`config.mk`:
```
export PLATFORM = sky130hd
export DESIGN_NAME = matrix_strobe_offset_decoder
export DESIGN_NICKNAME = d
export VERILOG_FILES = /design/src/core/strobe_decode_pkg.sv /design/src/core/matrix_sw_if.sv /design/src/core/matrix_strobe_offset_decoder.sv /design/src/core/matrix_switch_decode.sv
export VERILOG_INCLUDE_DIRS = /design/src /design/src/core
export SDC_FILE = /design/constraint.sdc
export NUM_CORES = 1
export LEC_CHECK = 0
export ABC_AREA = 0
export BUFFER_PORTS_ARGS = -buffer_cell sky130_fd_sc_hd__clkbuf_2
export CORE_ASPECT_RATIO = 0.7
export CORE_MARGIN = 2
export CORE_UTILIZATION = 40
export DETAILED_ROUTE_END_ITERATION = 6
export MAX_ROUTING_LAYER = met4
export PLACE_DENSITY = 0.67
export SLEW_MARGIN = 10
export SYNTH_ARGS = -nofsm -noshare
export SYNTH_HDL_FRONTEND = slang
export SYNTH_SLANG_ARGS = --single-unit
```
`constraint.sdc`:
```
create_clock -name clk_i -period 2.7 [get_ports clk_i]
set_input_delay 0.54 -clock clk_i [delete_from_list [all_inputs] [get_ports clk_i]]
set_output_delay 0.54 -clock clk_i [all_outputs]
set_load 0.05 [all_outputs]
```
`src/core/strobe_decode_cfg.svh`:
```
`ifndef STROBE_DECODE_CFG_SVH
`define STROBE_DECODE_CFG_SVH

`define SW_WIDTH          4
`define STROBE_WIDTH      4
`define CODE_WIDTH        2
`define XP_WIDTH          10
`define BLOCK_SIZE        10'h090
`define IN_CODE_LSB       0
`define OUT_CODE_LSB      2
`define STROBE_RESERVED   4'h0
`define SETTLE_CYCLES     8'h10
`define SETTLE_WIDTH      8

`endif

```
`src/core/strobe_decode_pkg.sv`:
```
package strobe_decode_pkg;
    `include "strobe_decode_cfg.svh"

    typedef logic [`STROBE_WIDTH-1:0] strobe_t;
    typedef logic [`CODE_WIDTH-1:0]   offset_code_t;
    typedef logic [`XP_WIDTH-1:0]     xpoint_t;

    typedef enum logic [2:0] {
        ST_RESET  = 3'b001,
        ST_SETTLE = 3'b010,
        ST_LOCKED = 3'b100
    } latch_state_t;
endpackage

```
`src/core/matrix_sw_if.sv`:
```
`timescale 1ns/100ps
interface matrix_sw_if;
    import strobe_decode_pkg::*;
    logic [3:0]   strobe_switch;
    logic [3:0]   offset_switch;
    strobe_t      strobe;
    logic         strobe_reserved;
    offset_code_t in_code;
    offset_code_t out_code;
    xpoint_t      in_first;
    xpoint_t      in_last;
    xpoint_t      out_first;
    xpoint_t      out_last;

    modport decoder (
        input  strobe_switch,
        input  offset_switch,
        output strobe,
        output strobe_reserved,
        output in_code,
        output out_code,
        output in_first,
        output in_last,
        output out_first,
        output out_last
    );
    modport user (
        output strobe_switch,
        output offset_switch,
        input  strobe,
        input  strobe_reserved,
        input  in_code,
        input  out_code,
        input  in_first,
        input  in_last,
        input  out_first,
        input  out_last
    );
endinterface

```
`src/core/matrix_strobe_offset_decoder.sv`:
```
`timescale 1ns/100ps
`include "strobe_decode_cfg.svh"
module matrix_strobe_offset_decoder (
    // Clock and reset
    input  wire logic                        clk_i,
    input  wire logic                        rst_i,
    // Switch levels, bit 0 is position 1, high means OFF
    input  wire logic [3:0]                  matrix_a_strobe_switch_i,
    input  wire logic [3:0]                  matrix_a_offset_switch_i,
    input  wire logic [3:0]                  matrix_b_strobe_switch_i,
    input  wire logic [3:0]                  matrix_b_offset_switch_i,
    // Matrix A decoded
    output strobe_decode_pkg::strobe_t       a_strobe_o,
    output logic                             a_strobe_reserved_o,
    output strobe_decode_pkg::offset_code_t  a_in_code_o,
    output strobe_decode_pkg::offset_code_t  a_out_code_o,
    output strobe_decode_pkg::xpoint_t       a_in_first_o,
    output strobe_decode_pkg::xpoint_t       a_in_last_o,
    output strobe_decode_pkg::xpoint_t       a_out_first_o,
    output strobe_decode_pkg::xpoint_t       a_out_last_o,
    // Matrix B decoded
    output strobe_decode_pkg::strobe_t       b_strobe_o,
    output logic                             b_strobe_reserved_o,
    output strobe_decode_pkg::offset_code_t  b_in_code_o,
    output strobe_decode_pkg::offset_code_t  b_out_code_o,
    output strobe_decode_pkg::xpoint_t       b_in_first_o,
    output strobe_decode_pkg::xpoint_t       b_in_last_o,
    output strobe_decode_pkg::xpoint_t       b_out_first_o,
    output strobe_decode_pkg::xpoint_t       b_out_last_o,
    // Status
    output logic                             config_valid_o
);
    import strobe_decode_pkg::*;

    logic [15:0]              sync_meta;
    logic [15:0]              sync_q;
    latch_state_t             state;
    logic [`SETTLE_WIDTH-1:0] settle_cnt;
    logic                     load;

    matrix_sw_if  a_if();
    matrix_sw_if  b_if();

    // Two-flop synchroniser; switches are static but asynchronous to clk
    always_ff @(posedge clk_i or posedge rst_i) begin
        if (rst_i) begin
            sync_meta <= 16'h0000;
            sync_q    <= 16'h0000;
        end else begin
            sync_meta <= {matrix_b_offset_switch_i, matrix_b_strobe_switch_i,
                          matrix_a_offset_switch_i, matrix_a_strobe_switch_i};
            sync_q    <= sync_meta;
        end
    end

    assign a_if.strobe_switch = sync_q[3:0];
    assign a_if.offset_switch = sync_q[7:4];
    assign b_if.strobe_switch = sync_q[11:8];
    assign b_if.offset_switch = sync_q[15:12];

    matrix_switch_decode u_dec_a (
        .sw (a_if.decoder)
    );

    matrix_switch_decode u_dec_b (
        .sw (b_if.decoder)
    );

    // Wait for the synchroniser to fill and contacts to settle, then latch once
    always_ff @(posedge clk_i or posedge rst_i) begin
        if (rst_i) begin
            state      <= ST_RESET;
            settle_cnt <= '0;
        end else begin
            case (state)
                ST_RESET: begin
                    state      <= ST_SETTLE;
                    settle_cnt <= '0;
                end
                ST_SETTLE: begin
                    settle_cnt <= settle_cnt + 8'h01;
                    if (settle_cnt == `SETTLE_CYCLES - 8'h01) begin
                        state <= ST_LOCKED;
                    end
                end
                ST_LOCKED: begin
                    state <= ST_LOCKED;
                end
                default: begin
                    state <= ST_RESET;
                end
            endcase
        end
    end

    assign load = (state == ST_SETTLE) && (settle_cnt == `SETTLE_CYCLES - 8'h01);

    // Values frozen after lock so the control link sees a stable address
    always_ff @(posedge clk_i or posedge rst_i) begin
        if (rst_i) begin
            a_strobe_o          <= `STROBE_RESERVED;
            a_strobe_reserved_o <= 1'b1;
            a_in_code_o         <= '0;
            a_out_code_o        <= '0;
            a_in_first_o        <= '0;
            a_in_last_o         <= '0;
            a_out_first_o       <= '0;
            a_out_last_o        <= '0;
            b_strobe_o          <= `STROBE_RESERVED;
            b_strobe_reserved_o <= 1'b1;
            b_in_code_o         <= '0;
            b_out_code_o        <= '0;
            b_in_first_o        <= '0;
            b_in_last_o         <= '0;
            b_out_first_o       <= '0;
            b_out_last_o        <= '0;
            config_valid_o      <= 1'b0;
        end else if (load) begin
            a_strobe_o          <= a_if.strobe;
            a_strobe_reserved_o <= a_if.strobe_reserved;
            a_in_code_o         <= a_if.in_code;
            a_out_code_o        <= a_if.out_code;
            a_in_first_o        <= a_if.in_first;
            a_in_last_o         <= a_if.in_last;
            a_out_first_o       <= a_if.out_first;
            a_out_last_o        <= a_if.out_last;
            b_strobe_o          <= b_if.strobe;
            b_strobe_reserved_o <= b_if.strobe_reserved;
            b_in_code_o         <= b_if.in_code;
            b_out_code_o        <= b_if.out_code;
            b_in_first_o        <= b_if.in_first;
            b_in_last_o         <= b_if.in_last;
            b_out_first_o       <= b_if.out_first;
            b_out_last_o        <= b_if.out_last;
            config_valid_o      <= 1'b1;
        end
    end

    a_strobe_map: assert property (@(posedge clk_i) disable iff (rst_i)
        $rose(config_valid_o) |-> a_strobe_o == $past(sync_q[3:0]))
        else $error("matrix A strobe mismatch");
    a_strobe_b: assert property (@(posedge clk_i) disable iff (rst_i)
        $rose(config_valid_o) |-> b_strobe_o == $past(sync_q[11:8]))
        else $error("matrix B strobe mismatch");
    a_reserved_flag: assert property (@(posedge clk_i) disable iff (rst_i)
        config_valid_o |-> (a_strobe_reserved_o == (a_strobe_o == 4'h0)))
        else $error("reserved flag wrong");
    a_codes_a: assert property (@(posedge clk_i) disable iff (rst_i)
        $rose(config_valid_o) |-> {a_out_code_o, a_in_code_o} == $past(sync_q[7:4]))
        else $error("matrix A offset codes wrong");
    a_codes_b: assert property (@(posedge clk_i) disable iff (rst_i)
        $rose(config_valid_o) |-> {b_out_code_o, b_in_code_o} == $past(sync_q[15:12]))
        else $error("matrix B offset codes wrong");
    a_in_block: assert property (@(posedge clk_i) disable iff (rst_i)
        config_valid_o |-> (a_in_last_o - a_in_first_o == 10'h08f)
            && (a_in_last_o == 10'h090 * a_in_code_o + 10'h090))
        else $error("input block wrong");
    a_in_block_b: assert property (@(posedge clk_i) disable iff (rst_i)
        config_valid_o |-> (b_in_last_o - b_in_first_o == 10'h08f)
            && (b_in_last_o == 10'h090 * b_in_code_o + 10'h090))
        else $error("matrix B input block wrong");
    a_out_block: assert property (@(posedge clk_i) disable iff (rst_i)
        config_valid_o |-> (b_out_last_o - b_out_first_o == 10'h08f)
            && (b_out_last_o == 10'h090 * b_out_code_o + 10'h090))
        else $error("output block wrong");
    a_out_block_a: assert property (@(posedge clk_i) disable iff (rst_i)
        config_valid_o |-> (a_out_last_o - a_out_first_o == 10'h08f)
            && (a_out_last_o == 10'h090 * a_out_code_o + 10'h090))
        else $error("matrix A output block wrong");
    a_reserved_b: assert property (@(posedge clk_i) disable iff (rst_i)
        config_valid_o |-> (b_strobe_reserved_o == (b_strobe_o == 4'h0)))
        else $error("matrix B reserved flag wrong");
    a_hold_values: assert property (@(posedge clk_i) disable iff (rst_i)
        config_valid_o |=> $stable(a_strobe_o) && $stable(b_out_code_o) && config_valid_o)
        else $error("latched values moved");
    a_lock_time: assert property (@(posedge clk_i) disable iff (rst_i)
        $rose(state == ST_SETTLE) |-> ##16 config_valid_o)
        else $error("lock latency wrong");

    // Nothing reaches the link side before the settle count runs out
    a_idle_outputs: assert property (@(posedge clk_i) disable iff (rst_i)
        !config_valid_o |-> a_strobe_reserved_o && b_strobe_reserved_o
            && a_in_last_o == 10'h000 && b_out_last_o == 10'h000)
        else $error("outputs moved before lock");
    a_hold_codes: assert property (@(posedge clk_i) disable iff (rst_i)
        config_valid_o |=> $stable(a_in_code_o) && $stable(a_out_code_o) && $stable(b_strobe_o)
            && $stable(b_in_code_o) && $stable(a_in_first_o) && $stable(b_out_last_o))
        else $error("latched codes moved");
    a_load_once: assert property (@(posedge clk_i) disable iff (rst_i)
        $rose(config_valid_o) |-> $past(state) == ST_SETTLE && state == ST_LOCKED)
        else $error("load outside settle");
    a_no_early_lock: assert property (@(posedge clk_i) disable iff (rst_i)
        state == ST_SETTLE && settle_cnt != (`SETTLE_CYCLES - 8'h01) |=> !config_valid_o)
        else $error("lock came early");
    a_locked_valid: assert property (@(posedge clk_i) disable iff (rst_i)
        state == ST_LOCKED |-> config_valid_o)
        else $error("locked without valid");
    a_reset_exit: assert property (@(posedge clk_i) disable iff (rst_i)
        state == ST_RESET |=> state == ST_SETTLE)
        else $error("reset state not left");
    a_state_onehot: assert property (@(posedge clk_i) disable iff (rst_i)
        $onehot(state))
        else $error("state code not one-hot");
    a_settle_bound: assert property (@(posedge clk_i) disable iff (rst_i)
        state == ST_SETTLE |-> settle_cnt < `SETTLE_CYCLES)
        else $error("settle count overran");

    // Scenarios the bench is expected to reach
    c_locked: cover property (@(posedge clk_i) $rose(config_valid_o));
    c_reserved: cover property (@(posedge clk_i) $rose(config_valid_o) && a_strobe_reserved_o);
    c_b_reserved: cover property (@(posedge clk_i) $rose(config_valid_o) && b_strobe_reserved_o);
    c_top_block: cover property (@(posedge clk_i) config_valid_o && a_out_code_o == 2'h3);
    c_top_input: cover property (@(posedge clk_i) $rose(config_valid_o) && b_in_code_o == 2'h3);
endmodule

```
`src/core/matrix_switch_decode.sv`:
```
`timescale 1ns/100ps
`include "strobe_decode_cfg.svh"
module matrix_switch_decode (
    matrix_sw_if.decoder sw
);
    import strobe_decode_pkg::*;

    // Switch OFF reads high, so the raw level is the binary weight
    function automatic xpoint_t block_first(input offset_code_t c);
        block_first = xpoint_t'(`BLOCK_SIZE * c + 10'h001);
    endfunction

    function automatic xpoint_t block_last(input offset_code_t c);
        block_last = xpoint_t'(`BLOCK_SIZE * (c + 10'h001));
    endfunction

    always_comb begin
        sw.strobe          = sw.strobe_switch;
        sw.strobe_reserved = (sw.strobe_switch == `STROBE_RESERVED);
        sw.in_code         = sw.offset_switch[`IN_CODE_LSB +: `CODE_WIDTH];
        sw.out_code        = sw.offset_switch[`OUT_CODE_LSB +: `CODE_WIDTH];
        sw.in_first        = block_first(sw.in_code);
        sw.in_last         = block_last(sw.in_code);
        sw.out_first       = block_first(sw.out_code);
        sw.out_last        = block_last(sw.out_code);
    end
endmodule

```
### Word-level counts from Yosys, hierarchy flattened

Index checks and enable logic that the tools add are counted.

* register bits after elaboration: 126
* bits in writable memories: 0
* output and inout port bits: 99
* input bits: 18
* ROM bits: 0
* logic and storage cells: 50
* memories: 0
* latch bits: 0

* add/subtract/negate cells: 9
* bitwise logic cells: 0
* order comparisons: 0
* equality and inequality tests: 5
* div/mod/pow operators: 0
* shift operators: 0
* reduce and logical (&&, ||, !) cells: 4
* multiplexer cells: 3
* multipliers: 8

Operators by type and width (count)
* 10-bit by 1-bit adder with 10-bit output, second input constant: 4
* 4-bit by 10-bit multiplier with 6-bit output, first input constant: 4
* 4-bit by 2-bit multiplier with 6-bit output, first input constant: 4
* 8-bit case mux with 2 select lines: 1
* 2-bit by 1-bit adder with 3-bit output, second input constant: 4
* 3-bit case mux with 3 select lines: 1
* 8-bit by 1-bit adder with 8-bit output, second input constant: 1
* 8-bit by 4-bit == test with 1-bit output, second input constant: 1
* 4-bit zero test: 2
* 3-bit by 1-bit == test with 1-bit output, second input constant: 1
* 3-bit by 2-bit == test with 1-bit output, second input constant: 1
* 3-bit == test, second input constant: 1
* 3-bit two-way mux: 1
* 2-bit by 1-bit inequality test with 1-bit output, second input constant: 1
* 2-bit nonzero test: 1
* 1-bit logical AND: 1

### Depth between registers and ports, before layout

* word-level depth: 3
* depth in mapped cells: 5

### Modules after synthesis

Synthesis repeated with hierarchy kept, for this count alone.

* cells, all modules: 393
* area, all modules: 5775.5 µm²

Modules (own cells, without submodules)
* matrix_strobe_offset_decoder: area each 5039.8 µm², cells an instance 295, seq. area each 3557.2 µm², instances 1
* matrix_switch_decode: area each 367.9 µm², cells an instance 49, seq. area each 0.0 µm², instances 2

### Worst setup path before layout

No wires, ideal clock.

* kind: register to register
* start point: reg state[2]
* end point: reg a_in_code_o[0]
* setup time: 0.125 ns
* path buffers: 2
* stages on the path, launching flop included: 6
* data arrival time: 1.446 ns
* path slack: 1.129 ns
* cells stage by stage: dfrtp_1 -> buf_6 -> nor3b_4 -> nand3_2 -> buf_6 -> mux2_4

* longest elaborated chain between the ends: 2

RTL lines
* start, declared: line matrix_strobe_offset_decoder.sv:37 `latch_state_t state;`
* start signal, assigned: line matrix_strobe_offset_decoder.sv:72 `state <= ST_RESET;`
* start signal, assigned: line matrix_strobe_offset_decoder.sv:77 `state <= ST_SETTLE;`
* start signal, assigned: line matrix_strobe_offset_decoder.sv:83 `state <= ST_LOCKED;`
* 3-bit by 2-bit == test with 1-bit output: line matrix_strobe_offset_decoder.sv:96 `` assign load = (state == ST_SETTLE) && (settle_cnt == `SETTLE_CYCLES - 8'h01); ``
* 1-bit logical AND: line matrix_strobe_offset_decoder.sv:96
* end signal, assigned: line matrix_strobe_offset_decoder.sv:121 `a_in_code_o <= a_if.in_code;`
* end, declared: line matrix_strobe_offset_decoder.sv:15 `output strobe_decode_pkg::offset_code_t a_in_code_o,`

Every way passes these cells.
A chain may end at the register's enable or synchronous reset.

### Final worst setup path

* start point: reg settle_cnt[0]
* end point: reg b_out_last_o[8]

* longest elaborated chain between the ends: 2

RTL lines
* start, declared: line matrix_strobe_offset_decoder.sv:38 `` logic [`SETTLE_WIDTH-1:0] settle_cnt; ``
* start signal, assigned: line matrix_strobe_offset_decoder.sv:81 `settle_cnt <= settle_cnt + 8'h01;`
* 8-bit by 4-bit == test with 1-bit output: line matrix_strobe_offset_decoder.sv:96
* 1-bit logical AND: line matrix_strobe_offset_decoder.sv:96
* end signal, assigned: line matrix_strobe_offset_decoder.sv:134 `b_out_last_o <= b_if.out_last;`
* end, declared: line matrix_strobe_offset_decoder.sv:29 `output strobe_decode_pkg::xpoint_t b_out_last_o,`

Every way passes these cells.

==> out/results.ini <==
[layout]
post-route-util = 0.475
n_antenna_cell = 0
final_common_cell = clkbuf_2
syn_to_final_growth_pct = 14.7
final_area_um2 = 3760
final_cell_mix = clkbuf_2, dfrtp_1, conb_1
fin_cells = 402
drive_gt1_frac = 0.455
nNetsFinal = 319

[timing]
fin_crit_ns = 1.95
finalClockSkew_ns = 0.00484
hold_viol = 0
slew_headroom = 0.555
tns_ns = 0
tightest_slew_ns = 0.668
rsz0062_at_grt = no
max_freq_ghz = 0.512
finalMaxSlewViolations = 0
period_share = 0.723
setup_violations = 0
setup_slack_ns = 0.748
whs_ns = 0.259

[setup_path]
reg2regPathDepth = 5
worstReg2RegEnd = b_out_last_o[8]$_DFFE_PP0P_
end_kind = register
cp-start-kind = register
arrival_ns = 2.16
crit_fanout = 15
r2r-start = settle_cnt[0]$_DFFE_PP0P_
critical_path_class = reg -> reg
worst_ep_required_time_ns = 2.91
r2r_setup_slack_ns = 0.75

[clocking]
holdBufCountCts = 0
clk_pin_slew_ns = 0.06
clock_path_buffers = 2
cts.htree.levels = 3
cts_root_buf = clkbuf_16
cts.repair.resized = 0
clk_latency_ns = 0.33
numCtsBuffers = 9
clock_sinks = 74
cts_setup_buffers = 0
cts_tree = yes

[global_routing]
overflow = 0
grt_usage = 0.121
antenna_found_initial = 0
grt_pass1_vias = 1599
grt_pass1_wl_um = 7980
grt_start_max_net_pins = 40

[drt]
first_iter_violations = 65
top_layer = met4
drc = 0
ant_nets = 0
drt-met1-wl_um = 2300
route.met2.wl_um = 2280
dr_wl_met3_um = 381
wire_per_inst_um = 12.6
dr.pass1.iters = 5
totalWireLength_um = 5050
vias = 1720
viasPerCell = 4.28

[placement]
gp_congestion = 0.769
dp_cells = 386
hpwlAfterDp_um = 3660
dp_slack_ns = 0.739
postPlaceCellArea_um2 = 3410
io_buffers = 80

[power]
leakagePower_nw = 1.97
p_seq_frac = 0.405
p_sw_mw = 0.812
fin_total_pwr_mw = 2.95
ir_worst_vdd_mv = 0.386
p_sw_frac = 0.276
pwr-share-clk = 0.454
p_per_area_nw_per_um2 = 785
p_int_mw = 2.14
p_comb_frac = 0.141

[synthesis]
ys_async_sr_fraction = 1.00
yosysWarnings = 0
synth_edf_count = 0
syn_area_per_cell_um2 = 13.8
synthCells = 238
syn_area_um2 = 3270
ys_ff_latch = 74
ys_seq_area_frac = 0.567
ys.flop_type = dfrtp_1
ys_types = 36

[floorplanning]
fp.dieH_um = 79.7
initial_core_util = 0.414
ioPinCount = 117
fp.coreArea_um2 = 7910
die_w_um = 112
die_area_um2 = 8940
rows = 27

[run_status]
status = finished clean

[worst_hold_path]
hold_class = in -> async

[job]
drv_cap = 0

-- synth_stat cells (all sizes together) (3+ instances only) --
library cell / count / area [um2]
inv: 6 / 22.5
dfrtp: 71 / 1780
ha: 5 / 62.6
dfstp: 3 / 78.8
nand2: 4 / 15.0
mux2i: 6 / 60.1
nor2: 3 / 11.3
nand2b: 5 / 31.3
nor4: 3 / 25.0
buf: 73 / 561
mux2: 28 / 409
nand3: 7 / 40.0
-- worst max-delay path by stage --
stage                              start                          end  slack [ns]  cells after the start
3_5_place_dp   settle_cnt[0]$_DFFE_PP0P_    b_strobe_o[0]$_DFFE_PP0P_        0.74                      5
6_report       settle_cnt[0]$_DFFE_PP0P_  b_out_last_o[8]$_DFFE_PP0P_        0.75                      5
5_1_grt        settle_cnt[4]$_DFFE_PP0P_    a_strobe_o[3]$_DFFE_PP0P_        0.65                      4
4_1_cts        settle_cnt[0]$_DFFE_PP0P_    a_strobe_o[3]$_DFFE_PP0P_        0.73                      5
2_1_floorplan                      rst_i   a_in_code_o[0]$_DFFE_PP0P_        0.28                      1
3_3_place_gp   settle_cnt[0]$_DFFE_PP0P_    a_strobe_o[3]$_DFFE_PP0P_        0.78                      5
-- layout make-up --
| cell class | count | area (um2) |
|---|---|---|
| fillers | 710 | 4150 |
| flip-flops and latches | 74 | 1860 |
| clock inverters | 7 | 118 |
| multi-input cells | 119 | 963 |
| well taps | 101 | 126 |
| clock buffers | 9 | 225 |
| repair buffers | 86 | 445 |
| inverters | 6 | 23.8 |
-- logic make-up (layout without fill, tap and decap cells) --
group	count (synthesis)	count (layout)	share of synthesized area
other	1	36	0.00115
and+or+nand+nor	31	31	0.0592
adders and majority gates	5	5	0.0191
muxes	34	34	0.143
xor gates and xnor gates	1	1	0.00268
AOI/OAI and AO/OA	12	12	0.0287
buffers and inverters	80	108	0.179
DFF	74	74	0.567
-- worst max-delay path, stage by stage, from the launching register on --
cell     delay, ns
dfrtp_1       0.40
ha_1          0.26
and3_1        0.24
nand3_2       0.25
buf_4         0.34
mux2_4        0.33
-- sequential cells by signal, indices dropped and copies added, names as in the netlist --
name,count
a_out_code_o,1
a_out_first_o,1
b_in_last_o,3
b_out_code_o,1
b_in_code_o,1
b_in_first_o,1
b_strobe_o,4
sync_q,16
a_in_code_o,1
b_strobe_reserved_o,1
b_out_last_o,3
sync_meta,16
a_in_last_o,3
settle_cnt,8
b_out_first_o,1
a_in_first_o,2
a_strobe_o,4
state,3
a_out_last_o,3
a_strobe_reserved_o,1
-- power groups by stage --
stage | registers (mW) | logic, mW | clock network [mW]
final | 1.19 | 0.416 | 1.34
after global routing | 1.20 | 0.436 | 1.42
after CTS | 1.19 | 0.420 | 1.37
after detailed placement | 1.21 | 0.419 | 0
after global placement | 1.21 | 0.416 | 0
after floorplan | 1.29 | 0.329 | 0
-- layer usage --
layer	track usage	vias up
met1	0.150	814
li1	-	815
met2	0.176	84
met3	0.0456	7
met4	0.0585	0
met5	-	-
Power figures use the tool's default switching activity.
